`src/hw/swdt_regs.vh`:
```
// Operation
// RULE1: Every reset leaves watchdog enabled, 1 kHz clock, longest timeout of 1024 counts.
// RULE2: Timeout select 00 disables the watchdog; no reset is ever generated.
// RULE3: Writing 0x55 then 0xAA to service register clears counter, restarts period.
// RULE4: Service register writes store nothing; they only act as key events.
// RULE5: Counter reaching selected overflow count before service issues a system reset.
// RULE6: Writing any other value to the service register resets the system at once.
// RULE7: Clock select 0 counts 1 kHz ticks, 1 counts bus clock edges.
// RULE8: On 1 kHz clock, timeout 01/10/11 overflow at 32, 256, 1024 counts.
// RULE9: On bus clock, timeout 01/10/11 overflow at 2^13, 2^16, 2^18 cycles.
// RULE10: Bus clock with window enable accepts service only in last quarter of period.
// RULE11: In window mode a service write before the window opens resets the chip.
// RULE12: On 1 kHz clock window enable is ignored; service accepted any time.
// RULE13: Control register takes only its first write; that write clears the counter.
// RULE14: Software should write control once at start to lock the settings.
// RULE15: Software should not service the watchdog from an interrupt handler.
// RULE16: On bus clock, counter holds during debug and stop, resumes afterwards.
// RULE17: On 1 kHz clock, counter clears on debug or stop entry, restarts at zero.
// RULE18: Very-low-leakage stop entry disables watchdog until the next reset.
// RULE19: A lone 0xAA without preceding 0x55 does not restart the period.
`ifndef SWDT_REGS_VH
`define SWDT_REGS_VH

// Register byte offsets
`define SWDT_OFS_CONTROL      12'h000
`define SWDT_OFS_SERVICE      12'h004
`define SWDT_OFS_STATUS       12'h008
`define SWDT_OFS_MASK         12'h00C
`define SWDT_OFS_COUNT        12'h010

// Control field positions
`define SWDT_CTL_WINDOW_BIT   0
`define SWDT_CTL_CLKSEL_BIT   1
`define SWDT_CTL_TSEL_LO      2
`define SWDT_CTL_TSEL_HI      3
`define SWDT_CTL_LOCKED_BIT   4

// Control reset values
`define SWDT_RST_WINDOW       1'b0
`define SWDT_RST_CLKSEL       1'b0
`define SWDT_RST_TSEL         2'h3

// Status / mask bit positions
`define SWDT_EV_SERVICED      0
`define SWDT_EV_BAD_KEY       1
`define SWDT_EV_EARLY         2
`define SWDT_EV_OVERFLOW      3
`define SWDT_EV_WIDTH         4

// Service keys
`define SWDT_KEY_ARM          8'h55
`define SWDT_KEY_FIRE         8'hAA

// Slow clock rate and timeouts in milliseconds
`define SWDT_LPO_HZ           1000
`define SWDT_LPO_T1_MS        32
`define SWDT_LPO_T2_MS        256
`define SWDT_LPO_T3_MS        1024
`define SWDT_LPO_CNT1         (`SWDT_LPO_T1_MS * `SWDT_LPO_HZ / 1000)
`define SWDT_LPO_CNT2         (`SWDT_LPO_T2_MS * `SWDT_LPO_HZ / 1000)
`define SWDT_LPO_CNT3         (`SWDT_LPO_T3_MS * `SWDT_LPO_HZ / 1000)

// Bus clock overflow counts and window openings
`define SWDT_BUS_CNT1         8192
`define SWDT_BUS_CNT2         65536
`define SWDT_BUS_CNT3         262144
`define SWDT_BUS_WIN1         6144
`define SWDT_BUS_WIN2         49152
`define SWDT_BUS_WIN3         196608

`endif

```
`src/hw/swdt_top.v`:
```
// The implementer's own choices: the APB slave port and the placing of the registers.
`include "swdt_regs.vh"

module swdt_top #(
  parameter integer CNT_W    = 18,
  parameter integer BUS_CNT1 = `SWDT_BUS_CNT1,
  parameter integer BUS_CNT2 = `SWDT_BUS_CNT2,
  parameter integer BUS_CNT3 = `SWDT_BUS_CNT3,
  parameter integer BUS_WIN1 = `SWDT_BUS_WIN1,
  parameter integer BUS_WIN2 = `SWDT_BUS_WIN2,
  parameter integer BUS_WIN3 = `SWDT_BUS_WIN3
) (
  input  wire        clk,
  input  wire        reset,
  input  wire        psel,
  input  wire        penable,
  input  wire        pwrite,
  input  wire [11:0] paddr,
  input  wire [31:0] pwdata,
  output reg  [31:0] prdata,
  output wire        pready,
  output reg         pslverr,
  input  wire        tick_1khz,
  input  wire        debug_mode,
  input  wire        stop_mode,
  input  wire        very_low_leakage_stop_modes,
  output reg         system_reset_req,
  output wire        irq
);

  ////////////////////////////////////////////////////////////////////////////
  // Constants at counter width

  // Slow clock limits as integers, cut to width below
  localparam integer   LPO_CNT1 = `SWDT_LPO_CNT1;
  localparam integer   LPO_CNT2 = `SWDT_LPO_CNT2;
  localparam integer   LPO_CNT3 = `SWDT_LPO_CNT3;

  // Limits and openings at counter width plus one
  localparam [CNT_W:0] LPO_LIM1 = LPO_CNT1[CNT_W:0];
  localparam [CNT_W:0] LPO_LIM2 = LPO_CNT2[CNT_W:0];
  localparam [CNT_W:0] LPO_LIM3 = LPO_CNT3[CNT_W:0];
  localparam [CNT_W:0] BUS_LIM1 = BUS_CNT1[CNT_W:0];
  localparam [CNT_W:0] BUS_LIM2 = BUS_CNT2[CNT_W:0];
  localparam [CNT_W:0] BUS_LIM3 = BUS_CNT3[CNT_W:0];
  localparam [CNT_W:0] BUS_OPN1 = BUS_WIN1[CNT_W:0];
  localparam [CNT_W:0] BUS_OPN2 = BUS_WIN2[CNT_W:0];
  localparam [CNT_W:0] BUS_OPN3 = BUS_WIN3[CNT_W:0];
  localparam [CNT_W:0] ONE_W    = {{CNT_W{1'b0}}, 1'b1};

  ////////////////////////////////////////////////////////////////////////////
  // State

  reg                      window_enable;
  reg                      clock_source_select;
  reg  [1:0]               timeout_select;
  reg                      ctrl_locked;
  reg                      key_armed;
  reg                      vlls_off;
  reg  [CNT_W-1:0]         count;
  reg  [`SWDT_EV_WIDTH-1:0] status;
  reg  [`SWDT_EV_WIDTH-1:0] mask;
  reg  [`SWDT_EV_WIDTH-1:0] status_seen;

  reg  [CNT_W-1:0]         next_count;
  reg                      next_key_armed;
  reg  [`SWDT_EV_WIDTH-1:0] next_status;
  reg  [CNT_W:0]           limit;
  reg  [CNT_W:0]           win_open;
  reg  [31:0]              rd_mux;
  reg                      rd_hit;

  // Decode and datapath nets
  wire                     wr_access;
  wire                     rd_setup;
  wire                     rd_access;
  wire                     wr_ctrl;
  wire                     wr_service;
  wire                     rd_status;
  wire [7:0]               key;
  wire                     enabled;
  wire                     low_power_hold;
  wire                     count_step;
  wire                     windowed;
  wire                     in_window;
  wire                     svc_early;
  wire                     svc_bad;
  wire                     svc_accept;
  wire                     overflow;
  wire                     fire_reset;
  wire [`SWDT_EV_WIDTH-1:0] events;

  ////////////////////////////////////////////////////////////////////////////
  // APB decode

  // Zero wait state slave
  // Reads need no wait since data is captured in setup
  assign pready     = 1'b1;
  assign wr_access  = psel & penable & pwrite;
  assign rd_setup   = psel & ~penable & ~pwrite;
  assign rd_access  = psel & penable & ~pwrite;
  assign wr_ctrl    = wr_access & (paddr == `SWDT_OFS_CONTROL);
  assign wr_service = wr_access & (paddr == `SWDT_OFS_SERVICE);
  assign rd_status  = rd_access & (paddr == `SWDT_OFS_STATUS);
  assign key        = pwdata[7:0];

  // Read data selection
  // Unmapped addresses read zero and raise the error flag
  always @*
  begin
    rd_mux = 32'h0000_0000;
    rd_hit = 1'b1;
    case (paddr)
      `SWDT_OFS_CONTROL:
      begin
        rd_mux[`SWDT_CTL_WINDOW_BIT]                    = window_enable;
        rd_mux[`SWDT_CTL_CLKSEL_BIT]                    = clock_source_select;
        rd_mux[`SWDT_CTL_TSEL_HI:`SWDT_CTL_TSEL_LO]     = timeout_select;
        rd_mux[`SWDT_CTL_LOCKED_BIT]                    = ctrl_locked;
      end
      `SWDT_OFS_SERVICE:
        rd_mux = 32'h0000_0000; // Service register holds nothing
      `SWDT_OFS_STATUS:
        rd_mux[`SWDT_EV_WIDTH-1:0] = status;
      `SWDT_OFS_MASK:
        rd_mux[`SWDT_EV_WIDTH-1:0] = mask;
      `SWDT_OFS_COUNT:
        rd_mux[CNT_W-1:0] = count;
      default:
        rd_hit = 1'b0;
    endcase
  end

  // Read data captured in the setup cycle, error for unmapped addresses
  // Unmapped writes are dropped and flagged the same way
  always @(posedge clk)
  begin
    if (reset)
    begin
      prdata  <= 32'h0000_0000;
      pslverr <= 1'b0;
    end
    else
    begin
      if (rd_setup)
        prdata <= rd_mux;
      if (psel & ~penable)
        pslverr <= ~rd_hit;
      else if (~psel)
        pslverr <= 1'b0;
    end
  end

  ////////////////////////////////////////////////////////////////////////////
  // Write-once control register

  // RULE13 first write locks
  // RULE1 reset defaults
  always @(posedge clk)
  begin
    if (reset)
    begin
      window_enable       <= `SWDT_RST_WINDOW;
      clock_source_select <= `SWDT_RST_CLKSEL;
      timeout_select      <= `SWDT_RST_TSEL;
      ctrl_locked         <= 1'b0;
    end
    else if (wr_ctrl & ~ctrl_locked)
    begin
      window_enable       <= pwdata[`SWDT_CTL_WINDOW_BIT];
      clock_source_select <= pwdata[`SWDT_CTL_CLKSEL_BIT];
      timeout_select      <= pwdata[`SWDT_CTL_TSEL_HI:`SWDT_CTL_TSEL_LO];
      ctrl_locked         <= 1'b1;
    end
  end

  // Interrupt mask, freely writable
  // Mask changes never touch status
  always @(posedge clk)
  begin
    if (reset)
      mask <= {`SWDT_EV_WIDTH{1'b0}};
    else if (wr_access & (paddr == `SWDT_OFS_MASK))
      mask <= pwdata[`SWDT_EV_WIDTH-1:0];
  end

  ////////////////////////////////////////////////////////////////////////////
  // Timeout selection

  // RULE8 slow clock limits
  // RULE9 bus clock limits
  // Opening stays zero on the slow clock, so all counts are inside
  always @*
  begin
    limit    = LPO_LIM3;
    win_open = {(CNT_W+1){1'b0}};
    case ({clock_source_select, timeout_select})
      3'b001:
        limit = LPO_LIM1;
      3'b010:
        limit = LPO_LIM2;
      3'b011:
        limit = LPO_LIM3;
      3'b101:
      begin
        limit    = BUS_LIM1;
        win_open = BUS_OPN1;
      end
      3'b110:
      begin
        limit    = BUS_LIM2;
        win_open = BUS_OPN2;
      end
      3'b111:
      begin
        limit    = BUS_LIM3;
        win_open = BUS_OPN3;
      end
      default:
        limit = LPO_LIM3; // Disabled setting, limit unused
    endcase
  end

  ////////////////////////////////////////////////////////////////////////////
  // Enable, stepping and window

  // RULE2 timeout 00 disables
  // RULE18 leakage stop disables
  assign enabled = (timeout_select != 2'b00) & ~vlls_off;

  // Debug or stop mode, very-low-leakage stop not included
  assign low_power_hold = debug_mode | stop_mode;

  // Bus clock steps each edge, slow clock only on a tick
  // RULE7 clock source choice
  // RULE16 bus clock holds in low power
  assign count_step = enabled & ~low_power_hold & (clock_source_select | tick_1khz);

  // RULE10 last quarter window
  // RULE12 no window on slow clock
  assign windowed  = clock_source_select & window_enable;
  assign in_window = ~windowed | ({1'b0, count} >= win_open);

  ////////////////////////////////////////////////////////////////////////////
  // Service key decode

  // RULE4 keys are events only
  // RULE11 early write resets
  assign svc_early = enabled & wr_service & ~in_window;

  // RULE6 wrong key resets
  assign svc_bad = enabled & wr_service & (key != `SWDT_KEY_ARM) & (key != `SWDT_KEY_FIRE);

  // RULE3 arm then fire
  // RULE19 lone fire ignored
  assign svc_accept = enabled & wr_service & in_window & key_armed & (key == `SWDT_KEY_FIRE);

  // RULE5 overflow detection
  // Accept wins over overflow in the same cycle
  assign overflow = count_step & ~svc_accept & ({1'b0, count} == (limit - ONE_W));

  // Any fault asks for the chip reset
  assign fire_reset = svc_early | svc_bad | overflow;

  // Arming tracks the last key written
  always @*
  begin
    next_key_armed = key_armed;
    if (wr_service)
      next_key_armed = enabled & in_window & (key == `SWDT_KEY_ARM);
    if (wr_ctrl & ~ctrl_locked)
      next_key_armed = 1'b0;
  end

  // Arming register
  always @(posedge clk)
  begin
    if (reset)
      key_armed <= 1'b0;
    else
      key_armed <= next_key_armed;
  end

  ////////////////////////////////////////////////////////////////////////////
  // Counter

  // Next count, clear sources before stepping
  always @*
  begin
    next_count = count;
    // RULE13 control write clears counter
    if (wr_ctrl & ~ctrl_locked)
      next_count = {CNT_W{1'b0}};
    // RULE3 service restarts period
    else if (svc_accept)
      next_count = {CNT_W{1'b0}};
    // RULE17 slow clock clears in low power
    else if (low_power_hold & ~clock_source_select)
      next_count = {CNT_W{1'b0}};
    else if (~enabled)
      next_count = {CNT_W{1'b0}};
    else if (count_step)
      next_count = count + {{(CNT_W-1){1'b0}}, 1'b1};
  end

  // Counter register
  always @(posedge clk)
  begin
    if (reset)
      count <= {CNT_W{1'b0}};
    else
      count <= next_count;
  end

  ////////////////////////////////////////////////////////////////////////////
  // Low leakage stop latch and reset request

  // RULE18 disabled until next reset
  // Only a reset clears the latch, as on wake-up
  always @(posedge clk)
  begin
    if (reset)
      vlls_off <= 1'b0;
    else if (very_low_leakage_stop_modes)
      vlls_off <= 1'b1;
  end

  // Request holds until the system reset arrives
  always @(posedge clk)
  begin
    if (reset)
      system_reset_req <= 1'b0;
    else if (fire_reset)
      system_reset_req <= 1'b1;
  end

  ////////////////////////////////////////////////////////////////////////////
  // Interrupt status

  // One status bit per event, in register order
  assign events = {overflow, svc_early, svc_bad, svc_accept};

  // Status bits seen by the read, captured with the read data
  always @(posedge clk)
  begin
    if (reset)
      status_seen <= {`SWDT_EV_WIDTH{1'b0}};
    else if (rd_setup)
      status_seen <= status;
  end

  // Read clears only bits it reported, so a setup-cycle event survives
  always @*
  begin
    next_status = status;
    if (rd_status)
      next_status = status & ~status_seen;
    next_status = next_status | events;
  end

  // Status register, a new event wins over the clear
  always @(posedge clk)
  begin
    if (reset)
      status <= {`SWDT_EV_WIDTH{1'b0}};
    else
      status <= next_status;
  end

  // Level interrupt while any unmasked bit is set
  assign irq = |(status & mask);

endmodule // swdt_top

```
`config.mk`:
```
export PLATFORM = sky130hd
export DESIGN_NAME = swdt_top
export DESIGN_NICKNAME = d
export VERILOG_FILES = /design/src/hw/swdt_top.v
export VERILOG_INCLUDE_DIRS = /design/src /design/src/hw
export SDC_FILE = /design/constraint.sdc
export NUM_CORES = 1
export LEC_CHECK = 0
export ABC_AREA = 1
export BUFFER_PORTS_ARGS = -buffer_cell sky130_fd_sc_hd__buf_2
export CAP_MARGIN = 20
export CORE_ASPECT_RATIO = 1.4
export CORE_MARGIN = 2
export CORE_UTILIZATION = 57
export DETAILED_ROUTE_END_ITERATION = 12
export GPL_ROUTABILITY_DRIVEN = 0
export PLACE_DENSITY = 0.85
export SLEW_MARGIN = 40
export SYNTH_ARGS = -nofsm -noshare
export SYNTH_HDL_FRONTEND = slang
export SYNTH_SLANG_ARGS = --single-unit
```
`constraint.sdc`:
```
create_clock -name clk -period 3.25 [get_ports clk]
set_clock_uncertainty 0.15 [all_clocks]
set_input_delay 0.4875 -clock clk [delete_from_list [all_inputs] [get_ports clk]]
set_output_delay 0.4875 -clock clk [all_outputs]
set_load 0.01 [all_outputs]
```
==> flow_metrics.py <==
metrics = {
    "power": {
        "vdd_drop_max_uv": 249.1,
        "total_power_mw": 1.388,
        "p_leak_nw": 1.777,
        "power_density_mw_per_mm2": 368.7,
    },
    "critical_path": {
        "cpMostUsedCell": "nand3_1",
        "rr_endpoint": "count[15]",
        "cpPeakStageDelay_ps": 560,
        "critPathRequiredTime_ps": 3370,
        "path_cells": "nand3_1 -> ha_1 -> nand2_1 -> inv_1 -> nand2_1 -> nor2_1 -> nand3_1 -> nand3_1 -> nand3_2 -> nand4_4 -> nor2_1",
        "rr_worst_depth": 11,
        "critPathLaunchType": "register",
        "crit_type": "reg2reg",
        "r2r_start": "clock_source_select",
        "regToRegSetupSlack_ps": 750,
        "cpMaxStageDelayCell": "dfxtp_1",
        "arrival_ps": 2610,
        "crit_path_end_kind": "register",
        "cp_max_fo": 18,
    },
    "timing": {
        "slew_violations": 0,
        "min_period_ps": 2495,
        "timing.slew.headroom_pct": 59.42,
        "rsz0062_at_grt": "false",
        "finalSetupViolCount": 0,
        "fmax_mhz": 400.8,
        "hold_viol": 0,
        "tns_ps": 0,
        "tightestPinTransition_ps": 608.1,
        "fin_crit_sh_pct": 76.78,
        "finalWorstSetupSlack_ps": 754.7,
    },
    "cts": {
        "cts_root_buffer": "clkbuf_8",
        "cts_tree": "built",
        "clk_pin_slew_ps": 70,
        "ctsHoldBuffers": 0,
        "clk-insertion-delay-late_ps": 350,
        "htreeDepth": 3,
        "clock-sinks": 57,
        "post_cts_buffers": 0,
        "cts_resized": 0,
        "clk_path_buf_depth": 2,
        "numCtsBuffers": 9,
    },
    "floorplan": {
        "die_h_um": 94.86,
        "start_util_pct": 58.14,
        "design.core.area_mm2": 0.005781,
        "die_w_um": 68.90,
        "die_area_mm2": 0.006535,
        "io_pins": 89,
        "num_rows": 33,
    },
    "logic_synthesis": {
        "avgSynthCellArea_um2": 6.616,
        "async_reset_ff_share_pct": 0,
        "synthTopCellsByCount": "110 x nand2_1, 76 x nor2_1, 63 x inv_1",
        "ys_ff_latch": 57,
        "synth_cells": 508,
        "synth_most_common_cell": "nand2_1",
        "synth-seq-area-share_pct": 33.95,
        "synth_top_area_share_pct": 33.95,
        "synth_edf_count": 0,
        "ys_types": 32,
        "yosys_warnings": 0,
        "ys.flop_type": "dfxtp_1",
        "synth_area_leaders": "dfxtp_1 34%, nand2_1 12%, nor2_1 8.5%, inv_1 7.0%, nand3_1 6.7%",
        "synth_area_mm2": 0.003361,
        "yosysTopAreaCell": "dfxtp_1",
    },
    "placed_design": {
        "placed_cells": 614,
        "hpwlAfterDp_um": 6263,
        "pre_cts_slack_ps": 842.0,
        "portBuffers": 49,
    },
    "route": {
        "drtIter0Drc": 260,
        "dr.pass1.iters": 6,
        "num_vias": 3428,
        "wl_per_cell_um": 13.36,
        "avgViaCountPerCell": 5.441,
        "drt_wl_total_um": 8419,
        "ant_nets": 0,
        "drc": 0,
    },
    "min_path": {
        "hp-class": "in2reg",
        "hold_depth": 3,
        "hp-start": "very_low_leakage_stop_modes",
        "holdPathEnd": "vlls_off",
    },
    "global_route": {
        "grt_pass1_vias": 3134,
        "antenna_found_initial": 0,
        "grt_usage_pct": 28.17,
        "grt_pass1_wl_um": 13610,
        "grt_max_degree": 29,
        "grt-ovfl-total": 0,
    },
    "layout": {
        "layout-drive-gt1-share_pct": 15.00,
        "layout-area-overhead-vs-synth_pct": 11.99,
        "insertedDiodeCount": 0,
        "fillCellCount": 501,
        "fin_cells": 630,
        "postLayoutCoreUtil_pct": 65.11,
        "fin_nets": 617,
    },
    "run": {
        "max_cap_violations": 0,
    },
    "outcome": {
        "outcome": "finished clean",
    },
}
## placed cells by master, fill, tap and decap left out, types with 3 or more instances in the layout
master | synthesis | routed
a21oi_1 | 35 | 35
buf_2 | 3 | 49
clkbuf_8 | 0 | 11
clkinvlp_4 | 0 | 3
conb_1 | 2 | 15
dfxtp_1 | 57 | 57
ha_1 | 9 | 9
inv_1 | 63 | 63
inv_2 | 3 | 3
nand2_1 | 110 | 110
nand2_4 | 3 | 3
nand3_1 | 45 | 45
nand3_2 | 3 | 3
nand4_1 | 10 | 10
nor2_1 | 76 | 76
nor2_4 | 4 | 4
nor3_1 | 9 | 9
o21ai_0 | 25 | 25
xor2_1 | 14 | 14
## logic make-up (layout without fill, tap and decap cells)
group / count (synthesis) / count (layout) / share of synthesized area, %
flops: 57 / 57 / 33.95
other cells: 2 / 15 / 0.2235
fa+ha+maj: 9 / 9 / 3.351
xor+xnor: 16 / 16 / 4.170
simple gates: 267 / 267 / 36.22
compound gates: 64 / 64 / 9.680
buf+inv: 93 / 132 / 12.40
## critical path: cells and delay by family, from the launching register on
| family | cells | cell delay, ps |
|---|---|---|
| buffers and inverters | 1 | 50 |
| AND/OR/NAND/NOR | 9 | 1270 |
| flip-flops | 1 | 560 |
| adder cells (fa/ha/maj) | 1 | 370 |
## where the power goes
group | leakage (nW) | internal, mW | switching, mW
logic | 1.23 | 0.0252 | 0.0547
clock network | 0.0846 | 0.316 | 0.286
registers | 0.460 | 0.703 | 0.00229
## stage by stage
step	hold slack [ps]	cell area, um2
floorplan	286.8	3410
global placement	298.4	3581
detailed placement	302.7	3581
CTS	227.7	3764
global route	236.1	3764
finish	227.3	3764
## state kept, by name, indices dropped and copies added (netlist names)
signal	count
pslverr	1
ctrl_locked	1
mask	4
status_seen	4
key_armed	1
window_enable	1
prdata	18
vlls_off	1
count	18
timeout_select	2
status	4
system_reset_req	1
clock_source_select	1
## worst max-delay path by stage
| stage | startpoint | to | slack [ps] | depth (start not counted) |
|---|---|---|---|---|
| detailed placement | clock_source_select | count[6] | 840 | 13 |
| global placement | clock_source_select | count[14] | 930 | 11 |
| finish | clock_source_select | count[15] | 750 | 11 |
| floorplan | clock_source_select | count[8] | 1250 | 13 |
| CTS | clock_source_select | count[15] | 810 | 13 |
| global route | clock_source_select | count[6] | 540 | 13 |
## per-layer routing
layer / wire (um) / GRT usage (%) / vias up
li1: - / - / 1678
met1: 3077 / 27.72 / 1550
met2: 4361 / 47.68 / 158
met3: 519 / 8.939 / 42
met4: 460 / 20.92 / 0
met5: 0 / 0 / -
## layout make-up
class,count,area [um2],area share [%]
Clock buffer,12,155.1,4.122
Clock inverter,4,27.53,0.7314
Tap cell,70,87.58,2.327
Sequential cell,57,1141,30.32
Inverter,66,247.7,6.582
Timing Repair Buffer,50,252.7,6.715
Multi-Input combinational cell,371,1852,49.20
No activity file was read; power rests on OpenSTA's default activity.
